<file path="config.mk">
export PLATFORM = sky130hd
export DESIGN_NAME = rss_core
export DESIGN_NICKNAME = d
export VERILOG_FILES = /design/src/core/rss_pkg.sv /design/src/core/rss_core.sv
export SDC_FILE = /design/constraint.sdc
export NUM_CORES = 1
export LEC_CHECK = 0
export BUFFER_PORTS_ARGS = -buffer_cell sky130_fd_sc_hd__buf_2
export CAP_MARGIN = 5
export CELL_PAD_IN_SITES_DETAIL_PLACEMENT = 0
export CELL_PAD_IN_SITES_GLOBAL_PLACEMENT = 1
export CORE_UTILIZATION = 40
export CTS_BUF_LIST = sky130_fd_sc_hd__clkbuf_4 sky130_fd_sc_hd__clkbuf_8 sky130_fd_sc_hd__clkbuf_16
export CTS_CLUSTER_DIAMETER = 30
export DETAILED_ROUTE_END_ITERATION = 10
export GPL_ROUTABILITY_DRIVEN = 1
export MAX_ROUTING_LAYER = met4
export PLACE_DENSITY = 0.67
export REMOVE_ABC_BUFFERS = 1
export SLEW_MARGIN = 20
export SYNTH_ARGS = -nofsm -noshare
export SYNTH_HDL_FRONTEND = slang
export SYNTH_SLANG_ARGS = --single-unit
</file>
<file path="constraint.sdc">
create_clock -name clock -period 29.7 [get_ports clock]
set_input_delay 1.485 -clock clock [delete_from_list [all_inputs] [get_ports clock]]
set_output_delay 1.485 -clock clock [all_outputs]
set_load 0.1 [all_outputs]
</file>
<file path="src/core/rss_pkg.sv">
// constants, register map and carrier types for the receive signaling
// substitute-and-capture block; shared by the core and the bench.
// assumes a 32-bit apb with word-aligned registers, index = byte address / 4.
package rss_pkg;
    // apb address width and register word indices (byte address = index * 4)
    localparam int APB_AW = 16;
    localparam logic [13:0] IDX_SUB_BASE = 14'h03C0;
    localparam logic [13:0] IDX_CAP_BASE = 14'h0500;
    localparam logic [13:0] IDX_CTL_BASE = 14'h0340;
    localparam logic [13:0] IDX_CFG = 14'h0107;
    localparam int NUM_TS_DOC = 24;

    // global config register fields
    localparam int CFG_SF_UPDATE_BIT = 7;
    localparam int CFG_DEBOUNCE_BIT = 6;
    localparam logic [7:0] CFG_RESET = 8'h00;
    localparam logic [7:0] CFG_WMASK = 8'hC0;

    // per-timeslot control: substitution select [3:2], extraction select [1:0]
    localparam int CTL_SUB_LSB = 2;
    localparam int CTL_EXT_LSB = 0;
    localparam logic [3:0] CTL_RESET = 4'h0;
    localparam logic [3:0] SUB_RESET = 4'h0;
    localparam logic [3:0] CAP_RESET = 4'h0;

    // signaling bit positions inside an abcd nibble
    localparam int BIT_A = 3;
    localparam int BIT_B = 2;
    localparam int BIT_C = 1;
    localparam int BIT_D = 0;
    localparam logic [3:0] ABCD_ONES = 4'hF;

    // substitution select codes
    localparam logic [1:0] SUB_ALL_ONES = 2'h0;
    localparam logic [1:0] SUB_16CODE = 2'h1;
    localparam logic [1:0] SUB_4CODE = 2'h2;
    localparam logic [1:0] SUB_2CODE = 2'h3;

    // extraction select codes
    localparam logic [1:0] EXT_NONE = 2'h0;
    localparam logic [1:0] EXT_ABCD = 2'h1;
    localparam logic [1:0] EXT_AB = 2'h2;
    localparam logic [1:0] EXT_A = 2'h3;

    // one signaling sample of one timeslot, in or out
    typedef struct packed {
        logic valid;
        logic [4:0] ts;
        logic [3:0] abcd;
    } rss_sig_s;
endpackage : rss_pkg

</file>
<file path="src/core/rss_core.sv">
// receive signaling substitution and per-timeslot signaling capture,
// with an apb slave for the substitute values, capture records and controls.
// assumes the framer gives one valid sample per timeslot per superframe,
// a one-cycle superframe boundary pulse, and everything on one clock.
`timescale 1ns/1ps
`default_nettype none
module rss_core
    import rss_pkg::*;
#(
    parameter int NUM_TS = NUM_TS_DOC
) (
    input wire logic clock,
    input wire logic sys_rst,
    input wire logic psel,
    input wire logic penable,
    input wire logic pwrite,
    input wire logic [APB_AW-1:0] paddr,
    input wire logic [31:0] pwdata,
    input wire logic [3:0] pstrb,
    output logic [31:0] prdata,
    output logic pready,
    output logic pslverr,
    input wire rss_sig_s rx_in,
    input wire logic sf_boundary,
    output rss_sig_s rx_out
);
    localparam logic [13:0] TS_SPAN = 14'(NUM_TS);
    localparam logic [4:0] TS_LIMIT = 5'(NUM_TS);

    // register storage, packed so whole arrays can be compared
    logic [NUM_TS-1:0][3:0] sub_reg;
    logic [NUM_TS-1:0][3:0] ctl_reg;
    logic [NUM_TS-1:0][3:0] cap_reg;
    logic [NUM_TS-1:0][3:0] last_reg;
    logic [NUM_TS-1:0][3:0] stage_reg;
    logic [NUM_TS-1:0] stage_vld_reg;
    logic [7:0] cfg_reg;
    logic [31:0] prdata_reg;
    logic err_reg;
    rss_sig_s out_reg;

    // apb address decode
    wire logic [13:0] word_idx = paddr[15:2];
    wire logic [13:0] sub_off = word_idx - IDX_SUB_BASE;
    wire logic [13:0] cap_off = word_idx - IDX_CAP_BASE;
    wire logic [13:0] ctl_off = word_idx - IDX_CTL_BASE;
    wire logic sub_hit = (word_idx >= IDX_SUB_BASE) && (sub_off < TS_SPAN);
    wire logic cap_hit = (word_idx >= IDX_CAP_BASE) && (cap_off < TS_SPAN);
    wire logic ctl_hit = (word_idx >= IDX_CTL_BASE) && (ctl_off < TS_SPAN);
    wire logic cfg_hit = (word_idx == IDX_CFG);
    wire logic any_hit = sub_hit | cap_hit | ctl_hit | cfg_hit;
    wire logic [4:0] sub_ts = sub_off[4:0];
    wire logic [4:0] cap_ts = cap_off[4:0];
    wire logic [4:0] ctl_ts = ctl_off[4:0];
    wire logic setup_ph = psel & ~penable;
    wire logic wr_acc = psel & penable & pwrite & pstrb[0];

    // read mux; upper bits are always zero
    wire logic [3:0] rd_nib = sub_hit ? sub_reg[sub_ts] :
                              cap_hit ? cap_reg[cap_ts] :
                              ctl_hit ? ctl_reg[ctl_ts] : 4'h0;
    wire logic [7:0] rd_byte = cfg_hit ? cfg_reg : {4'h0, rd_nib};
    wire logic [31:0] rd_data = {24'h000000, rd_byte};

    // zero wait states: data and error are caught in setup, shown in access
    assign pready = 1'b1;
    assign prdata = prdata_reg;
    assign pslverr = err_reg & psel & penable;

    always_ff @(posedge clock or posedge sys_rst) begin
        if (sys_rst) begin
            prdata_reg <= 32'h00000000;
            err_reg <= 1'b0;
        end else if (setup_ph) begin
            prdata_reg <= pwrite ? 32'h00000000 : rd_data;
            err_reg <= ~any_hit;
        end
    end

    // software writes; capture records take no write at all
    always_ff @(posedge clock or posedge sys_rst) begin
        if (sys_rst) begin
            sub_reg <= {NUM_TS{SUB_RESET}};
            ctl_reg <= {NUM_TS{CTL_RESET}};
            cfg_reg <= CFG_RESET;
        end else if (wr_acc) begin
            if (sub_hit) begin
                sub_reg[sub_ts] <= pwdata[3:0];
            end
            if (ctl_hit) begin
                ctl_reg[ctl_ts] <= pwdata[3:0];
            end
            if (cfg_hit) begin
                cfg_reg <= pwdata[7:0] & CFG_WMASK;
            end
        end
    end

    // receive-side selection for the incoming timeslot
    wire logic in_ok = rx_in.valid && (rx_in.ts < TS_LIMIT);
    wire logic [4:0] ts_safe = in_ok ? rx_in.ts : 5'h00;
    wire logic [3:0] cur_ctl = ctl_reg[ts_safe];
    wire logic [3:0] sub_now = sub_reg[ts_safe];
    wire logic [1:0] sub_sel = cur_ctl[CTL_SUB_LSB +: 2];
    wire logic [1:0] ext_sel = cur_ctl[CTL_EXT_LSB +: 2];
    wire logic deb_en = cfg_reg[CFG_DEBOUNCE_BIT];
    wire logic sf_mode = deb_en & cfg_reg[CFG_SF_UPDATE_BIT];

    // substitution of the robbed-bit signaling
    wire logic rep_a = (sub_sel != SUB_ALL_ONES);
    wire logic rep_b = (sub_sel == SUB_16CODE) || (sub_sel == SUB_4CODE);
    wire logic rep_cd = (sub_sel == SUB_16CODE);
    wire logic [3:0] sub_abcd = (sub_sel == SUB_ALL_ONES) ? ABCD_ONES : {
        rep_a ? sub_now[BIT_A] : rx_in.abcd[BIT_A],
        rep_b ? sub_now[BIT_B] : rx_in.abcd[BIT_B],
        rep_cd ? sub_now[BIT_C] : rx_in.abcd[BIT_C],
        rep_cd ? sub_now[BIT_D] : rx_in.abcd[BIT_D]
    };

    // extraction masks the record; unextracted bits read as zero
    wire logic [3:0] cand = (ext_sel == EXT_ABCD) ? rx_in.abcd :
                            (ext_sel == EXT_AB) ? {rx_in.abcd[3:2], 2'b00} :
                            {rx_in.abcd[3], 3'b000};
    wire logic ext_on = (ext_sel != EXT_NONE);
    wire logic same = (rx_in.abcd == last_reg[ts_safe]);
    wire logic upd_now = in_ok && ext_on && !sf_mode && (!deb_en || same);
    wire logic stage_set = in_ok && ext_on && sf_mode && same;

    // substituted sample out, one cycle behind the input
    always_ff @(posedge clock or posedge sys_rst) begin
        if (sys_rst) begin
            out_reg <= '0;
        end else begin
            out_reg.valid <= in_ok;
            out_reg.ts <= ts_safe;
            out_reg.abcd <= sub_abcd;
        end
    end
    assign rx_out = out_reg;

    // previous-superframe raw value per timeslot for the debounce compare
    always_ff @(posedge clock or posedge sys_rst) begin
        if (sys_rst) begin
            last_reg <= {NUM_TS{CAP_RESET}};
        end else if (in_ok) begin
            last_reg[ts_safe] <= rx_in.abcd;
        end
    end

    // capture records; a sample that lands on the boundary cycle stays staged
    // for the next boundary, so the set wins over the clear
    // leaving boundary mode drops any parked value, else it would land late
    always_ff @(posedge clock or posedge sys_rst) begin
        if (sys_rst) begin
            cap_reg <= {NUM_TS{CAP_RESET}};
            stage_reg <= {NUM_TS{CAP_RESET}};
            stage_vld_reg <= '0;
        end else begin
            for (int i = 0; i < NUM_TS; i++) begin
                if (!sf_mode) begin
                    stage_vld_reg[i] <= 1'b0;
                end else if (sf_boundary && stage_vld_reg[i]) begin
                    cap_reg[i] <= stage_reg[i];
                    stage_vld_reg[i] <= 1'b0;
                end
            end
            if (upd_now) begin
                cap_reg[ts_safe] <= cand;
            end
            if (stage_set) begin
                stage_reg[ts_safe] <= cand;
                stage_vld_reg[ts_safe] <= 1'b1;
            end
        end
    end

    // checks on substitution
    a_sub_all_ones: assert property (@(posedge clock) disable iff (sys_rst)
        in_ok && sub_sel == SUB_ALL_ONES |=> rx_out.valid && rx_out.abcd == ABCD_ONES)
        else $error("all-ones substitution missing");
    a_sub_16code: assert property (@(posedge clock) disable iff (sys_rst)
        in_ok && sub_sel == SUB_16CODE |=> rx_out.abcd == $past(sub_now))
        else $error("16-code substitution wrong");
    a_sub_4code: assert property (@(posedge clock) disable iff (sys_rst)
        in_ok && sub_sel == SUB_4CODE
        |=> rx_out.abcd == {$past(sub_now[3:2]), $past(rx_in.abcd[1:0])})
        else $error("4-code substitution wrong");
    a_sub_2code: assert property (@(posedge clock) disable iff (sys_rst)
        in_ok && sub_sel == SUB_2CODE
        |=> rx_out.abcd == {$past(sub_now[3]), $past(rx_in.abcd[2:0])})
        else $error("2-code substitution wrong");

    // checks on capture
    a_cap_quiet: assert property (@(posedge clock) disable iff (sys_rst)
        !in_ok && !sf_boundary |=> $stable(cap_reg))
        else $error("capture record changed without a sample");
    a_debounce_hold: assert property (@(posedge clock) disable iff (sys_rst)
        in_ok && deb_en && !same && !sf_boundary |=> $stable(cap_reg))
        else $error("debounce let a changed state through");
    a_debounce_take: assert property (@(posedge clock) disable iff (sys_rst)
        in_ok && deb_en && !sf_mode && same && ext_sel == EXT_ABCD
        |=> cap_reg[$past(ts_safe)] == $past(rx_in.abcd))
        else $error("debounced state not captured");
    a_cap_immediate: assert property (@(posedge clock) disable iff (sys_rst)
        in_ok && !deb_en && ext_sel == EXT_ABCD
        |=> cap_reg[$past(ts_safe)] == $past(rx_in.abcd))
        else $error("record not refreshed at once");
    a_sf_only: assert property (@(posedge clock) disable iff (sys_rst)
        sf_mode && !sf_boundary && !$past(wr_acc) |=> $stable(cap_reg))
        else $error("record refreshed off the boundary");
    a_extract_ab: assert property (@(posedge clock) disable iff (sys_rst)
        in_ok && !deb_en && ext_sel == EXT_AB
        |=> cap_reg[$past(ts_safe)] == {$past(rx_in.abcd[3:2]), 2'b00})
        else $error("a-b extraction wrong");
    a_reserved_zero: assert property (@(posedge clock) disable iff (sys_rst)
        setup_ph && !pwrite && (sub_hit || cap_hit) |=> prdata[31:4] == 28'h0000000)
        else $error("reserved bits read nonzero");

    // checks on the receive path
    // every accepted sample leaves one cycle later
    a_out_valid: assert property (@(posedge clock) disable iff (sys_rst)
        in_ok |=> rx_out.valid)
        else $error("accepted sample not passed on");
    // nothing leaves without an accepted sample
    a_out_idle: assert property (@(posedge clock) disable iff (sys_rst)
        !in_ok |=> !rx_out.valid)
        else $error("output valid without a sample");
    // the timeslot number rides along unchanged
    a_out_slot: assert property (@(posedge clock) disable iff (sys_rst)
        in_ok |=> rx_out.ts == $past(rx_in.ts))
        else $error("output timeslot wrong");
    // timeslots past the last one are dropped
    a_slot_refused: assert property (@(posedge clock) disable iff (sys_rst)
        rx_in.valid && rx_in.ts >= TS_LIMIT |=> !rx_out.valid)
        else $error("out-of-range timeslot passed on");

    // checks on extraction and the capture records
    // extraction off never touches a record
    a_ext_none: assert property (@(posedge clock) disable iff (sys_rst)
        in_ok && ext_sel == EXT_NONE && !sf_boundary |=> $stable(cap_reg))
        else $error("record changed with extraction off");
    // a-only extraction clears b, c and d
    a_extract_a: assert property (@(posedge clock) disable iff (sys_rst)
        in_ok && !deb_en && ext_sel == EXT_A
        |=> cap_reg[$past(ts_safe)] == {$past(rx_in.abcd[3]), 3'b000})
        else $error("a-only extraction wrong");
    // debounced a-b capture keeps the mask
    a_debounce_ab: assert property (@(posedge clock) disable iff (sys_rst)
        in_ok && deb_en && !sf_mode && same && ext_sel == EXT_AB
        |=> cap_reg[$past(ts_safe)] == {$past(rx_in.abcd[3:2]), 2'b00})
        else $error("debounced a-b state not captured");
    // previous raw value kept for the next compare
    a_last_track: assert property (@(posedge clock) disable iff (sys_rst)
        in_ok |=> last_reg[$past(ts_safe)] == $past(rx_in.abcd))
        else $error("debounce history not kept");
    // software writes never reach a record
    a_cap_nowrite: assert property (@(posedge clock) disable iff (sys_rst)
        wr_acc && cap_hit && !in_ok && !sf_boundary |=> $stable(cap_reg))
        else $error("software write reached a record");
    // record read returns the stored nibble
    a_cap_read: assert property (@(posedge clock) disable iff (sys_rst)
        setup_ph && !pwrite && cap_hit
        |=> prdata == {28'h0000000, $past(cap_reg[cap_ts])})
        else $error("record read wrong");

    // checks on boundary-mode staging
    // an equal sample is parked until the boundary
    a_stage_load: assert property (@(posedge clock) disable iff (sys_rst)
        stage_set
        |=> stage_vld_reg[$past(ts_safe)] && stage_reg[$past(ts_safe)] == $past(cand))
        else $error("debounced sample not staged");
    // a changed sample stages nothing
    a_stage_hold: assert property (@(posedge clock) disable iff (sys_rst)
        in_ok && sf_mode && !same |=> $stable(stage_reg))
        else $error("changed sample was staged");
    // the boundary moves a parked value into its record
    a_stage_move: assert property (@(posedge clock) disable iff (sys_rst)
        sf_mode && sf_boundary && stage_vld_reg[ts_safe]
        |=> cap_reg[$past(ts_safe)] == $past(stage_reg[ts_safe]))
        else $error("staged value not moved on the boundary");
    // leaving boundary mode drops whatever was parked
    a_stage_flush: assert property (@(posedge clock) disable iff (sys_rst)
        !sf_mode |=> stage_vld_reg == '0)
        else $error("stale stage kept outside boundary mode");
    // immediate mode moves nothing without a sample
    a_imm_quiet: assert property (@(posedge clock) disable iff (sys_rst)
        !sf_mode && !in_ok |=> $stable(cap_reg))
        else $error("record changed with no sample");

    // checks on the register file
    // substitute values store the low nibble
    a_sub_store: assert property (@(posedge clock) disable iff (sys_rst)
        wr_acc && sub_hit |=> sub_reg[$past(sub_ts)] == $past(pwdata[3:0]))
        else $error("substitute value not stored");
    // controls store both select fields
    a_ctl_store: assert property (@(posedge clock) disable iff (sys_rst)
        wr_acc && ctl_hit |=> ctl_reg[$past(ctl_ts)] == $past(pwdata[3:0]))
        else $error("control not stored");
    // only the two mode bits of the config stick
    a_cfg_store: assert property (@(posedge clock) disable iff (sys_rst)
        wr_acc && cfg_hit |=> cfg_reg == ($past(pwdata[7:0]) & CFG_WMASK))
        else $error("config bits stored wrong");
    // substitute read returns the stored nibble
    a_sub_read: assert property (@(posedge clock) disable iff (sys_rst)
        setup_ph && !pwrite && sub_hit
        |=> prdata == {28'h0000000, $past(sub_reg[sub_ts])})
        else $error("substitute read wrong");
    // control read returns both select fields
    a_ctl_read: assert property (@(posedge clock) disable iff (sys_rst)
        setup_ph && !pwrite && ctl_hit
        |=> prdata == {28'h0000000, $past(ctl_reg[ctl_ts])})
        else $error("control read wrong");
    // config read shows only the two mode bits
    a_cfg_read: assert property (@(posedge clock) disable iff (sys_rst)
        setup_ph && !pwrite && cfg_hit
        |=> prdata == {24'h000000, $past(cfg_reg)})
        else $error("config read wrong");
    // an unmapped read returns zero
    a_read_unmapped: assert property (@(posedge clock) disable iff (sys_rst)
        setup_ph && !pwrite && !any_hit
        |=> prdata == 32'h00000000)
        else $error("unmapped read not zero");
    // a write cycle shows no stale read data
    a_write_quiet: assert property (@(posedge clock) disable iff (sys_rst)
        setup_ph && pwrite
        |=> prdata == 32'h00000000)
        else $error("read data shown during a write");
    // a cleared strobe leaves every writable register alone
    a_strobe_off: assert property (@(posedge clock) disable iff (sys_rst)
        psel && penable && pwrite && !pstrb[0]
        |=> $stable(sub_reg) && $stable(ctl_reg) && $stable(cfg_reg))
        else $error("write with strobe off took effect");
endmodule : rss_core
`default_nettype wire

</file>
==> flow_summary.html, run 1 <==
<table>
<tr><th>Metric</th><th>Value</th></tr>
<tr><th colspan="2">Status</th></tr>
<tr><td>Result of the run</td><td>complete, no violations</td></tr>
<tr><th colspan="2">Cells and area</th></tr>
<tr><td>Fraction of the core area covered by cells at the end of the flow</td><td>48.3%</td></tr>
<tr><td>Relative area change from synthesis to final layout</td><td>19.6%</td></tr>
<tr><td>Antenna Cells</td><td>0</td></tr>
<tr><td>Share of cells above drive strength 1</td><td>33.4%</td></tr>
<tr><td>Final design instance area without fill</td><td>between 30000 and 40000 sq um</td></tr>
<tr><td>Net count reported at finish</td><td>between 2000 and 2500</td></tr>
<tr><th colspan="2">Pwr</th></tr>
<tr><td>Ratio of total power to cell area</td><td>~73 nW/um^2</td></tr>
<tr><td>Lkg Pwr</td><td>approximately 0.015 uW</td></tr>
<tr><td>Max rail drop VDD</td><td>0.0000595 V</td></tr>
<tr><th colspan="2">Drt</th></tr>
<tr><td>Post-detailed-route DRC marker count</td><td>0</td></tr>
<tr><td>Total routed wirelength</td><td>about 86 mm</td></tr>
<tr><td>Count of routing violations after the opening detailed-route iteration</td><td>between 1500 and 2000</td></tr>
<tr><td>Vias</td><td>around 19000</td></tr>
<tr><td>Detailed-route wire length per cell</td><td>around 26 microns</td></tr>
<tr><td>Vias per std cell</td><td>5.99</td></tr>
<tr><td>Detail Route Antenna Nets</td><td>0</td></tr>
<tr><td>Iteration count of the initial detailed-routing pass</td><td>7</td></tr>
<tr><th colspan="2">Clock network</th></tr>
<tr><td>Root Buffer Master</td><td>clkbuf_16</td></tr>
<tr><td>Clock insertion delay at the later pin of the skew report</td><td>a little under 0.7 ns</td></tr>
<tr><td>Number of buffers created by CTS</td><td>approximately 120</td></tr>
<tr><td>Post-CTS sizing</td><td>0</td></tr>
<tr><td>Number of buffers on the longest clock path</td><td>3</td></tr>
<tr><td>Clock tree from TritonCTS</td><td>built</td></tr>
<tr><td>Clock sink count</td><td>523</td></tr>
<tr><td>Post-CTS setup-driven buffer insertion count</td><td>0</td></tr>
<tr><td>Number of levels in the clock H-tree</td><td>3</td></tr>
<tr><td>Clk slew on worst S/H paths</td><td>roughly 0.050 ns</td></tr>
<tr><td>Count of hold-fix buffers inserted at cts</td><td>0</td></tr>
<tr><th colspan="2">Critical path</th></tr>
<tr><td>Arrival time of data at the critical path endpoint</td><td>approximately 7 ns</td></tr>
<tr><td>CP Capture Type</td><td>flop</td></tr>
<tr><td>Worst Setup Start Kind</td><td>primary input</td></tr>
<tr><td>R2r worst-path depth</td><td>11</td></tr>
<tr><td>WP data required</td><td>30.19 ns</td></tr>
<tr><td>Maximum net fanout on the critical path</td><td>73</td></tr>
<tr><td>Type of the setup path with the least slack</td><td>primary input to flop</td></tr>
<tr><th colspan="2">Synthesis</th></tr>
<tr><td>Area of the mapped netlist</td><td>about 27000 sq um</td></tr>
<tr><td>Cells after Synth</td><td>2221</td></tr>
<tr><td>Post-synthesis area per instance</td><td>about 12 sq um</td></tr>
<tr><td>Sequential fraction of the synthesis area</td><td>49.3%</td></tr>
<tr><td>Number of distinct standard cells referenced by the synthesized netlist</td><td>79</td></tr>
<tr><td>Count of flip-flops with a built-in enable after synthesis</td><td>0</td></tr>
<tr><td>Post-synthesis register bit count</td><td>between 500 and 600</td></tr>
<tr><td>Share of synthesized registers carrying an async set or reset</td><td>100%</td></tr>
<tr><td>Count of warnings emitted by yosys</td><td>0</td></tr>
<tr><td>Synth Flop Type</td><td>dfrtp_1</td></tr>
<tr><th colspan="2">STA</th></tr>
<tr><td>Total negative slack for setup checks</td><td>0 ns</td></tr>
<tr><td>Slew Limit Fails</td><td>0</td></tr>
<tr><td>Setup repair after global routing missed its margin</td><td>false</td></tr>
<tr><td>Final setup skew</td><td>between 0.02 and 0.03 ns</td></tr>
<tr><td>Top achievable clock speed</td><td>154 MHz</td></tr>
<tr><td>Hold violation count in the final report</td><td>0</td></tr>
<tr><td>Slew of the pin with the lowest slew margin</td><td>between 1 and 1.5 ns</td></tr>
<tr><td>Period utilization</td><td>21.9%</td></tr>
<tr><td>Final Setup Violations</td><td>0</td></tr>
<tr><td>Setup ws final</td><td>23.20 ns</td></tr>
<tr><td>Worst hold margin</td><td>around 0.47 ns</td></tr>
<tr><td>Normalized max-slew margin</td><td>between 20% and 30%</td></tr>
<tr><td>Final critical-path required period</td><td>approximately 6.5 ns</td></tr>
<tr><th colspan="2">Place</th></tr>
<tr><td>Setup slack after placement</td><td>~23 ns</td></tr>
<tr><td>Final estimated routing congestion in global placement</td><td>between 0.8 and 0.9</td></tr>
<tr><td>HPWL reported at the end of detailed placement</td><td>between 50 and 60 mm</td></tr>
<tr><td>Placed standard-cell area</td><td>between 20000 and 30000 sq um</td></tr>
<tr><td>Port Buffer Count</td><td>53</td></tr>
<tr><th colspan="2">Floorplan</th></tr>
<tr><td>Core region area</td><td>~66000 sq um</td></tr>
<tr><td>Full die area</td><td>between 60000 and 70000 sq um</td></tr>
<tr><td>Height of the chip</td><td>about 260 microns</td></tr>
<tr><td>I/O Pins</td><td>roughly 110</td></tr>
<tr><td>Standard-cell row count</td><td>94</td></tr>
<tr><td>Initial Util</td><td>between 40% and 50%</td></tr>
<tr><td>Horizontal extent of the die</td><td>around 260 microns</td></tr>
<tr><th colspan="2">Global route</th></tr>
<tr><td>GR met2 Demand/Resource</td><td>between 40% and 50%</td></tr>
<tr><td>Global-route wire length before repair</td><td>roughly 130 mm</td></tr>
<tr><td>GR Overflow Total</td><td>0</td></tr>
<tr><td>Largest net degree at the start of global routing</td><td>around 200</td></tr>
<tr><td>Total routing usage reported by global routing</td><td>a little over a quarter</td></tr>
<tr><td>Initial antenna violation count</td><td>1</td></tr>
<tr><td>Met1 layer usage reported by global route</td><td>between 30% and 40%</td></tr>
<tr><td>Number of global-route vias before repair</td><td>20284</td></tr>
<tr><td>Grt met3 use</td><td>approximately 4.2%</td></tr>
<tr><td>Most Crowded Layer GR</td><td>met2</td></tr>
<tr><th colspan="2">Run</th></tr>
<tr><td>Total of max-cap violations</td><td>0</td></tr>
<tr><th colspan="2">Hold path</th></tr>
<tr><td>Hold WC Path Type</td><td>flop to flop</td></tr>
<tr><td>Depth of the worst hold-timing path</td><td>2</td></tr>
</table>
placed cells by master (no fill, tap or decap), drive strengths merged, types with 19 or more instances in the layout:
cell,count
o22ai,43
dfrtp,523
and3,19
mux2i,179
a22oi,29
o21ai,69
a32oi,38
inv,32
a21oi,70
mux4,72
nor2,127
clkinvlp,20
o221ai,26
nand2,202
clkinv,33
clkbuf,144
conb,27
mux2,366
nand3,81
buf,100
final cells by class:
class | count | area [sq um]
multi-input cells | 1517 | 12600
inverters | 22 | 90.1
well taps | 864 | 1080
clock inverters | 77 | 912
flip-flops and latches | 523 | 13100
clock buffers | 144 | 3290
repair buffers | 100 | 659
fillers | 5865 | 34000
stage by stage:
stage | instances | total power, uW
after global routing | 3247 | 2390
after global placement | 3025 | 974
after detailed placement | 3025 | 977
after floorplan | 2062 | 896
final | 3247 | 2310
after CTS | 3246 | 2330
report_power, final:
part           leakage (uW)  total (uW)  internal [uW]  switching [uW]
Combinational       0.00618         195           58.2             137
Sequential          0.00714         772            752            20.7
Clock               0.00203        1350            909             438
routing by layer:
layer	routed length, microns	share of wire [%]	up-vias
li1	-	-	8367
met1	36300	42	10186
met2	41300	48	676
met3	4860	5.7	215
met4	3100	3.6	0
met5	0	0	-
worst max-delay path, cell delays in order:
cell and delay [ns]:
buf_2 0.46, nand2_1 0.48, nand2_1 0.60, buf_4 0.39
o221ai_1 0.17, a2111o_1 0.45, o21ai_0 0.16, o211ai_1 0.26
o41ai_4 0.38, buf_4 0.68, nor3b_4 0.83, buf_4 0.38
a22oi_1 0.12
cell families (layout without fill, tap and decap cells):
| logic type | count (synthesis) | after routing | share of synthesized area (%) |
|---|---|---|---|
| xor+xnor | 3 | 3 | 0.0990 |
| flops | 523 | 523 | 49.3 |
| buf+inv | 206 | 343 | 3.67 |
| simple gates | 528 | 528 | 9.72 |
| mux | 617 | 617 | 28.4 |
| compound gates | 340 | 340 | 8.74 |
| other cells | 2 | 27 | 0.0283 |
| fa+ha+maj | 2 | 2 | 0.0942 |
worst paths after layout:
| check | from | endpoint | slack, ns |
|---|---|---|---|
| worst min-delay path | last_reg[27]$_DFFE_PP0P_ | last_reg[27]$_DFFE_PP0P_ | 0.47 |
| worst max-delay path | rx_in[7] | cap_reg[95]$_DFF_PP0_ | 23.20 |
| worst min register to register | last_reg[27]$_DFFE_PP0P_ | last_reg[27]$_DFFE_PP0P_ | 0.47 |
| worst max register to register | last_reg[29]$_DFFE_PP0P_ | cap_reg[95]$_DFF_PP0_ | 25.35 |
| min in group asynchronous | sys_rst | ctl_reg[59]$_DFFE_PP0P_ | 0.96 |
| max in group asynchronous | sys_rst | ctl_reg[65]$_DFFE_PP0P_ | 25.80 |
synth_stat cells, types with 20 or more instances:
cell type / n / area (sq um)
dfrtp_1: 523 / 13100
mux2_2: 366 / 4120
nand2_1: 200 / 751
mux2i_1: 179 / 1790
nor2_1: 126 / 473
clkbuf_1: 103 / 387
nand3_1: 81 / 405
mux4_2: 72 / 1620
a21oi_1: 70 / 350
o21ai_0: 68 / 340
o22ai_1: 43 / 269
a32oi_1: 38 / 333
buf_4: 34 / 255
a22oi_1: 29 / 218
o221ai_1: 26 / 228
buf_2: 25 / 125
inv_1: 20 / 75.1
Power figures use the tool's default switching activity.
==> run 2: changes to the inputs <==
--- a/config.mk
+++ b/config.mk
@@ -15,7 +15,7 @@
 export DETAILED_ROUTE_END_ITERATION = 10
 export GPL_ROUTABILITY_DRIVEN = 1
 export MAX_ROUTING_LAYER = met4
-export PLACE_DENSITY = 0.67
+export PLACE_DENSITY = 0.7
 export REMOVE_ABC_BUFFERS = 1
 export SLEW_MARGIN = 20
 export SYNTH_ARGS = -nofsm -noshare
==> constraint.sdc (replaced) <==
create_clock -name clock -period 5.5 [get_ports clock]
set_input_delay 0.275 -clock clock [delete_from_list [all_inputs] [get_ports clock]]
set_output_delay 0.275 -clock clock [all_outputs]
set_load 0.1 [all_outputs]
==> flow_summary.html, run 2 (synthesized netlist as in run 1, its figures left out) <==
<table>
<tr><th>Metric</th><th>Value</th></tr>
<tr><th colspan="2">STA</th></tr>
<tr><td>Slew Limit Fails</td><td>0 (unchanged)</td></tr>
<tr><td>Final Setup Violations</td><td>0 (unchanged)</td></tr>
<tr><td>Normalized max-slew margin</td><td>24.3% (-0.62 points)</td></tr>
<tr><td>Worst hold margin</td><td>0.0824 ns (-0.390 ns)</td></tr>
<tr><td>Setup repair after global routing missed its margin</td><td>false</td></tr>
<tr><td>Period utilization</td><td>roughly three quarters</td></tr>
<tr><td>Hold violation count in the final report</td><td>0 (unchanged)</td></tr>
<tr><td>Final critical-path required period</td><td>4.19 ns</td></tr>
<tr><td>Top achievable clock speed</td><td>approximately 240 MHz</td></tr>
<tr><td>Final setup skew</td><td>0.0322 ns (+0.00241 ns)</td></tr>
<tr><td>Slew of the pin with the lowest slew margin</td><td>1.14 ns (+0.0154 ns)</td></tr>
<tr><th colspan="2">Cells and area</th></tr>
<tr><td>Relative area change from synthesis to final layout</td><td>20.6%</td></tr>
<tr><td>Net count reported at finish</td><td>2373 (+0.89%)</td></tr>
<tr><td>Share of cells above drive strength 1</td><td>33.5% (+0.17 points)</td></tr>
<tr><td>Final design instance area without fill</td><td>32000 sq um (+0.86%)</td></tr>
<tr><td>Layout fillers</td><td>5845 (-0.34%)</td></tr>
<tr><td>Leading cell types in the layout, fill and taps excluded</td><td>dfrtp_1, mux2_2, nand2_1</td></tr>
<tr><td>Leading cell type in the layout, fill and taps excluded</td><td>dfrtp_1</td></tr>
<tr><th colspan="2">Status</th></tr>
<tr><td>Result of the run</td><td>complete, no violations</td></tr>
<tr><th colspan="2">Pwr</th></tr>
<tr><td>Ratio of total power to cell area</td><td>396 nW/um^2 (+440%)</td></tr>
<tr><td>Lkg Pwr</td><td>0.0155 uW (+1.1%)</td></tr>
<tr><td>Max rail drop VDD</td><td>0.000284 V (+380%)</td></tr>
<tr><th colspan="2">Critical path</th></tr>
<tr><td>Worst flop-to-flop path endpoint</td><td>cap_reg[18]$_DFF_PP0_</td></tr>
<tr><td>Startpoint of the worst-slack reg-to-reg timing path</td><td>last_reg[29]$_DFFE_PP0P_</td></tr>
<tr><td>Type of the setup path with the least slack</td><td>primary input to flop</td></tr>
<tr><td>Arrival time of data at the critical path endpoint</td><td>4.72 ns (-2.27 ns)</td></tr>
<tr><td>Chain of cells forming the critical path</td><td>buf_2 -&gt; a21bo_2 -&gt; nor2_4 -&gt; buf_4 -&gt; nor2_1 -&gt; o21a_1 -&gt; or4_1 -&gt; a21oi_4 -&gt; buf_4 -&gt; nand3_1 -&gt; nor2_1 -&gt; mux2_2</td></tr>
<tr><td>Setup slack of the worst register-to-register path</td><td>1.87 ns (-23.48 ns)</td></tr>
<tr><td>WP data required</td><td>6.03 ns (-24.16 ns)</td></tr>
<tr><td>Worst Setup Start Kind</td><td>primary input</td></tr>
<tr><td>CP Capture Type</td><td>flop</td></tr>
<tr><td>Maximum net fanout on the critical path</td><td>24 (-67%)</td></tr>
<tr><td>R2r worst-path depth</td><td>10 (-1)</td></tr>
<tr><td>Longest individual stage delay on the worst path</td><td>0.61 ns (-0.22 ns)</td></tr>
<tr><td>Slowest stage cell, crit path</td><td>or4_1</td></tr>
<tr><th colspan="2">Floorplan</th></tr>
<tr><td>Initial Util</td><td>40.4% (unchanged)</td></tr>
<tr><td>Standard-cell row count</td><td>94 (unchanged)</td></tr>
<tr><td>I/O Pins</td><td>112 (unchanged)</td></tr>
<tr><td>Height of the chip</td><td>260 microns (unchanged)</td></tr>
<tr><td>Horizontal extent of the die</td><td>260 microns (unchanged)</td></tr>
<tr><td>Core region area</td><td>65700 sq um (unchanged)</td></tr>
<tr><td>Full die area</td><td>67400 sq um (unchanged)</td></tr>
<tr><th colspan="2">Global route</th></tr>
<tr><td>Total routing usage reported by global routing</td><td>26.4% (-0.15 points)</td></tr>
<tr><td>Initial antenna violation count</td><td>2 (+1)</td></tr>
<tr><td>Number of global-route vias before repair</td><td>20592 (+1.5%)</td></tr>
<tr><td>GR Overflow Total</td><td>0 (unchanged)</td></tr>
<tr><td>Largest net degree at the start of global routing</td><td>157 (-23%)</td></tr>
<tr><td>Global-route wire length before repair</td><td>129 mm (-0.33%)</td></tr>
<tr><th colspan="2">Run</th></tr>
<tr><td>Total of max-cap violations</td><td>0 (unchanged)</td></tr>
<tr><th colspan="2">Drt</th></tr>
<tr><td>Vias per std cell</td><td>5.99 (about the same)</td></tr>
<tr><td>Detail Route Antenna Nets</td><td>0 (unchanged)</td></tr>
<tr><td>Total routed wirelength</td><td>85.0 mm (-0.68%)</td></tr>
<tr><td>Post-detailed-route DRC marker count</td><td>0 (unchanged)</td></tr>
<tr><td>Count of routing violations after the opening detailed-route iteration</td><td>1711 (+13%)</td></tr>
<tr><td>Iteration count of the initial detailed-routing pass</td><td>5 (-2)</td></tr>
<tr><td>Vias</td><td>19553 (+0.56%)</td></tr>
<tr><td>Detailed-route wire length per cell</td><td>26.0 microns (-1.2%)</td></tr>
<tr><th colspan="2">Hold path</th></tr>
<tr><td>Endpoint, Worst Hold</td><td>prdata[6]$_DFFE_PP0P_</td></tr>
<tr><td>Hold WC Path Type</td><td>primary input to flop</td></tr>
<tr><td>Depth of the worst hold-timing path</td><td>6 (+4)</td></tr>
<tr><td>Hold path startpoint</td><td>paddr[7]</td></tr>
<tr><th colspan="2">Clock network</th></tr>
<tr><td>Root Buffer Master</td><td>clkbuf_16</td></tr>
<tr><td>Number of levels in the clock H-tree</td><td>3 (unchanged)</td></tr>
<tr><td>Clock sink count</td><td>523 (unchanged)</td></tr>
<tr><td>Post-CTS sizing</td><td>0 (unchanged)</td></tr>
<tr><td>Number of buffers created by CTS</td><td>117 (-0.85%)</td></tr>
<tr><td>Clock insertion delay at the later pin of the skew report</td><td>0.67 ns (about the same)</td></tr>
<tr><td>Count of hold-fix buffers inserted at cts</td><td>4 (+4)</td></tr>
<tr><td>Number of buffers on the longest clock path</td><td>3 (unchanged)</td></tr>
<tr><td>Clk slew on worst S/H paths</td><td>0.05 ns (about the same)</td></tr>
<tr><td>Clock tree from TritonCTS</td><td>built</td></tr>
<tr><td>Post-CTS setup-driven buffer insertion count</td><td>0 (unchanged)</td></tr>
<tr><th colspan="2">Place</th></tr>
<tr><td>HPWL reported at the end of detailed placement</td><td>55.4 mm (+3.2%)</td></tr>
<tr><td>Port Buffer Count</td><td>53 (unchanged)</td></tr>
<tr><td>Placed standard-cell area</td><td>27700 sq um (+0.76%)</td></tr>
<tr><td>Final estimated routing congestion in global placement</td><td>0.887 (+0.50%)</td></tr>
</table>
==> run 2: final cells by class <==
cell class | count | area (sq um) | area share [%]
Inverter | 22 | 90.1 | 0.281
Multi-Input combinational cell | 1517 | 12600 | 39.4
Antenna cell | 1 | 2.50 | 0.00781
Tap cell | 864 | 1080 | 3.37
Sequential cell | 523 | 13100 | 40.9
Clock inverter | 64 | 918 | 2.87
Clock buffer | 150 | 3330 | 10.4
Timing Repair Buffer | 122 | 898 | 2.80
==> run 2: worst max path at each step <==
stage                  start                   endpoint  slack [ns]  cells after the start
finish              rx_in[9]  stage_reg[21]$_DFFE_PP0P_        1.31                     12
global route        rx_in[9]      cap_reg[23]$_DFF_PP0_        1.24                     12
CTS                 rx_in[9]  stage_reg[21]$_DFFE_PP0P_        1.42                     12
detailed placement  rx_in[9]  stage_reg[21]$_DFFE_PP0P_        0.74                     12
global placement    rx_in[9]  stage_reg[23]$_DFFE_PP0P_        0.76                     12
floorplan            sys_rst       cap_reg[0]$_DFF_PP0_       -9.39                      1
==> run 2: routing by layer <==
| metal | share of wire [%] | GRT usage [%] | up-vias |
|---|---|---|---|
| li1 | - | - | 8397 |
| met1 | 42 | 33.7 | 10194 |
| met2 | 48 | 42.1 | 757 |
| met3 | 5.5 | 4.01 | 205 |
| met4 | 3.7 | 10.5 | 0 |
| met5 | 0 | - | - |
==> run 2: metrics by stage <==
stage / util, % / setup slack, ns / total power (uW) / cells / TNS, ns
floorplan: - / -9.39 / 4840 / 2062 / -4909.26
global placement: 42.2 / 0.763 / 5270 / 3044 / 0
detailed placement: 42.2 / 0.742 / 5290 / 3044 / 0
CTS: 48.7 / 1.42 / 12800 / 3262 / 0
global route: 48.7 / 1.24 / 13100 / 3263 / 0
finish: 48.7 / 1.31 / 12700 / 3263 / 0
==> run 2: report_power, final <==
group / total [uW] / switching (uW) / leakage, uW / internal [uW]
Sequential: 4170 / 113 / 0.00714 / 4060
Clock: 7420 / 2250 / 0.00207 / 5170
Combinational: 1080 / 742 / 0.00630 / 333
Total: 12700 / 3110 / 0.0155 / 9560
==> run 2: critical path, delay by kind of cell <==
kind	cells	cell delay, ns
buf+inv	3	1.21
simple gates	5	1.54
mux	1	0.39
compound gates	3	1.26
==> run 3: changes to the inputs <==
--- a/config.mk
+++ b/config.mk
@@ -15,7 +15,7 @@
 export DETAILED_ROUTE_END_ITERATION = 10
 export GPL_ROUTABILITY_DRIVEN = 1
 export MAX_ROUTING_LAYER = met4
-export PLACE_DENSITY = 0.7
+export PLACE_DENSITY = 0.67
 export REMOVE_ABC_BUFFERS = 1
 export SLEW_MARGIN = 20
 export SYNTH_ARGS = -nofsm -noshare
==> constraint.sdc (replaced) <==
create_clock -name clock -period 3.95 [get_ports clock]
set_input_delay 0.1975 -clock clock [delete_from_list [all_inputs] [get_ports clock]]
set_output_delay 0.1975 -clock clock [all_outputs]
set_load 0.1 [all_outputs]
==> flow_summary.html, run 3 (synthesized netlist as in run 1, its figures left out) <==
<table>
<tr><th>Metric</th><th>Value</th></tr>
<tr><th colspan="2">Cells and area</th></tr>
<tr><td>Relative area change from synthesis to final layout</td><td>23.6%</td></tr>
<tr><td>Layout fillers</td><td>5762 (-1.4%)</td></tr>
<tr><td>Share of cells above drive strength 1</td><td>34.9% (+1.3 points)</td></tr>
<tr><td>Leading cell type in the layout, fill and taps excluded</td><td>dfrtp_1</td></tr>
<tr><td>Leading cell types in the layout, fill and taps excluded</td><td>dfrtp_1, mux2_2, nand2_1</td></tr>
<tr><td>Net count reported at finish</td><td>2427 (+2.3%)</td></tr>
<tr><td>Non-filler instance count after layout</td><td>3324 (+1.9%)</td></tr>
<tr><th colspan="2">Place</th></tr>
<tr><td>Setup slack after placement</td><td>0.0789 ns (-0.663 ns)</td></tr>
<tr><td>HPWL reported at the end of detailed placement</td><td>57.9 mm (+4.5%)</td></tr>
<tr><td>Port Buffer Count</td><td>53 (unchanged)</td></tr>
<tr><td>Cell Count Post-Placement</td><td>3078 (+1.1%)</td></tr>
<tr><td>Final estimated routing congestion in global placement</td><td>0.902 (+1.7%)</td></tr>
<tr><th colspan="2">Global route</th></tr>
<tr><td>Initial antenna violation count</td><td>2 (unchanged)</td></tr>
<tr><td>Total routing usage reported by global routing</td><td>27.4% (+1.1 points)</td></tr>
<tr><td>Global-route wire length before repair</td><td>133 mm (+3.0%)</td></tr>
<tr><td>Largest net degree at the start of global routing</td><td>95 (-39%)</td></tr>
<tr><td>GR Overflow Total</td><td>0 (unchanged)</td></tr>
<tr><td>Number of global-route vias before repair</td><td>20712 (+0.58%)</td></tr>
<tr><th colspan="2">Critical path</th></tr>
<tr><td>WP data required</td><td>4.53 ns (-1.50 ns)</td></tr>
<tr><td>Maximum net fanout on the critical path</td><td>11 (-54%)</td></tr>
<tr><td>Arrival time of data at the critical path endpoint</td><td>3.93 ns (-0.79 ns)</td></tr>
<tr><td>Worst Setup Start Kind</td><td>flop</td></tr>
<tr><td>Type of the setup path with the least slack</td><td>flop to flop</td></tr>
<tr><td>CP Capture Type</td><td>flop</td></tr>
<tr><th colspan="2">Run</th></tr>
<tr><td>Total of max-cap violations</td><td>0 (unchanged)</td></tr>
<tr><th colspan="2">Pwr</th></tr>
<tr><td>Max rail drop VDD</td><td>0.000320 V (+12%)</td></tr>
<tr><td>Pwr Total</td><td>18400 uW (+45%)</td></tr>
<tr><td>Ratio of total power to cell area</td><td>560 nW/um^2 (+42%)</td></tr>
<tr><td>Lkg Pwr</td><td>0.0159 uW (+2.8%)</td></tr>
<tr><th colspan="2">Clock network</th></tr>
<tr><td>Clk slew on worst S/H paths</td><td>0.04 ns (about the same)</td></tr>
<tr><td>Number of levels in the clock H-tree</td><td>4 (+1)</td></tr>
<tr><td>Root Buffer Master</td><td>clkbuf_16</td></tr>
<tr><td>Clock insertion delay at the later pin of the skew report</td><td>0.72 ns (+0.05 ns)</td></tr>
<tr><td>Number of buffers created by CTS</td><td>130 (+11%)</td></tr>
<tr><td>Clock sink count</td><td>523 (unchanged)</td></tr>
<tr><td>Clock tree from TritonCTS</td><td>built</td></tr>
<tr><td>Number of buffers on the longest clock path</td><td>3 (unchanged)</td></tr>
<tr><td>Post-CTS sizing</td><td>0 (unchanged)</td></tr>
<tr><th colspan="2">STA</th></tr>
<tr><td>Period utilization</td><td>between 80% and 90%</td></tr>
<tr><td>Top achievable clock speed</td><td>between 200 and 300 MHz</td></tr>
<tr><td>Normalized max-slew margin</td><td>32.0% (+7.7 points)</td></tr>
<tr><td>Setup repair after global routing missed its margin</td><td>false</td></tr>
<tr><td>Slew Limit Fails</td><td>0 (unchanged)</td></tr>
<tr><td>Total negative slack for setup checks</td><td>0 ns (unchanged)</td></tr>
<tr><td>Setup ws final</td><td>0.604 ns (-0.709 ns)</td></tr>
<tr><td>Hold violation count in the final report</td><td>0 (unchanged)</td></tr>
<tr><td>Slew of the pin with the lowest slew margin</td><td>1.02 ns (-0.115 ns)</td></tr>
<tr><td>Final Setup Violations</td><td>0 (unchanged)</td></tr>
<tr><td>Final critical-path required period</td><td>between 3 and 4 ns</td></tr>
<tr><td>Final setup skew</td><td>0.0346 ns (+0.00247 ns)</td></tr>
<tr><th colspan="2">Floorplan</th></tr>
<tr><td>Initial Util</td><td>40.4% (unchanged)</td></tr>
<tr><td>Standard-cell row count</td><td>94 (unchanged)</td></tr>
<tr><td>Height of the chip</td><td>260 microns (unchanged)</td></tr>
<tr><td>I/O Pins</td><td>112 (unchanged)</td></tr>
<tr><td>Horizontal extent of the die</td><td>260 microns (unchanged)</td></tr>
<tr><td>Full die area</td><td>67400 sq um (unchanged)</td></tr>
<tr><td>Core region area</td><td>65700 sq um (unchanged)</td></tr>
<tr><th colspan="2">Drt</th></tr>
<tr><td>Post-detailed-route DRC marker count</td><td>0 (unchanged)</td></tr>
<tr><td>Met1 routed wirelength after detailed routing</td><td>36.7 mm (+1.9%)</td></tr>
<tr><td>Iteration count of the initial detailed-routing pass</td><td>7 (+2)</td></tr>
<tr><td>Max layer used</td><td>met4</td></tr>
<tr><td>Met2 routed wirelength</td><td>42.4 mm (+2.9%)</td></tr>
<tr><td>Vias per std cell</td><td>5.94 (-0.88%)</td></tr>
<tr><td>Detailed-route wire length per cell</td><td>26.3 microns (+0.84%)</td></tr>
<tr><td>Count of routing violations after the opening detailed-route iteration</td><td>1581 (-7.6%)</td></tr>
<tr><td>Vias</td><td>19744 (+0.98%)</td></tr>
<tr><td>Met3 wire length</td><td>5.03 mm (+8.5%)</td></tr>
<tr><td>Total routed wirelength</td><td>87.3 mm (+2.7%)</td></tr>
<tr><td>Detail Route Antenna Nets</td><td>0 (unchanged)</td></tr>
<tr><th colspan="2">Hold path</th></tr>
<tr><td>Hold WC Path Type</td><td>primary input to flop</td></tr>
<tr><th colspan="2">Status</th></tr>
<tr><td>Result of the run</td><td>complete, no violations</td></tr>
</table>
==> run 3: cell types whose count changed in the layout (fill, tap and decap cells not counted), sizes merged <==
cell         delta
clkbuf         +19
inv            +12
clkinvlp        -8
buf            +34
bufinv          -6
dlygate4sd3     +7
diode           +1
clkinv          +2
==> run 3: metrics by stage <==
stage	hold WS (ns)	util [%]	cell area (sq um)
final	0.0622	49.9	32800
after global routing	0.0670	49.9	32800
after CTS	0.0188	49.9	32800
after detailed placement	0.392	42.7	28100
after global placement	0.374	42.7	28100
after floorplan	0.303	-	25800
==> run 3: critical path, cell delays in order (launching register included) <==
cell       delay [ns]
dfrtp_1          0.35
mux2i_1          0.12
a2111oi_0        0.37
o21ai_0          0.25
o311a_1          0.20
o221ai_1         0.20
xnor2_1          0.17
or3_1            0.43
buf_4            0.25
nor4_4           0.46
mux2_2           0.40
==> run 3: timing repair <==
item,4_1_cts,5_1_grt
hold buffers,11,0
setup buffers,0,0
endpoints found under the hold margin,102,0
==> run 3: layout make-up <==
cell class | instances | area, sq um | share of cell area, %
repair buffers | 163 | 1320 | 4.03
well taps | 864 | 1080 | 3.29
multi-input cells | 1517 | 12600 | 38.5
inverters | 22 | 90.1 | 0.275
clock inverters | 64 | 891 | 2.72
clock buffers | 169 | 3710 | 11.3
diodes | 2 | 5.00 | 0.0153
flip-flops and latches | 523 | 13100 | 39.9
==> run 3: metal layers <==
| layer | track usage (%) | vias up |
|---|---|---|
| li1 | - | 8534 |
| met1 | 34.9 | 10206 |
| met2 | 43.2 | 799 |
| met3 | 4.39 | 205 |
| met4 | 12.4 | 0 |
| met5 | - | - |
==> run 3: worst paths after layout <==
path / start / end / slack [ns] / cells past startpoint
setup / recovery: last_reg[29]$_DFFE_PP0P_ / stage_reg[72]$_DFFE_PP0P_ / 0.60 / 10
hold / removal: paddr[7] / cfg_reg[6]$_DFFE_PP0P_ / 0.06 / 5
setup reg to reg: last_reg[29]$_DFFE_PP0P_ / stage_reg[72]$_DFFE_PP0P_ / 0.60 / 10
hold reg to reg: last_reg[74]$_DFFE_PP0P_ / last_reg[74]$_DFFE_PP0P_ / 0.47 / 2
max in group asynchronous: sys_rst / stage_vld_reg[1]$_DFF_PP0_ / 2.74 / 4
min in group asynchronous: sys_rst / rx_out[7]$_DFF_PP0_ / 0.16 / 3
==> run 3: power breakdown <==
| group | internal (uW) | switching (uW) |
|---|---|---|
| sequential | 5660 | 159 |
| combinational | 495 | 1050 |
| clock | 7550 | 3470 |
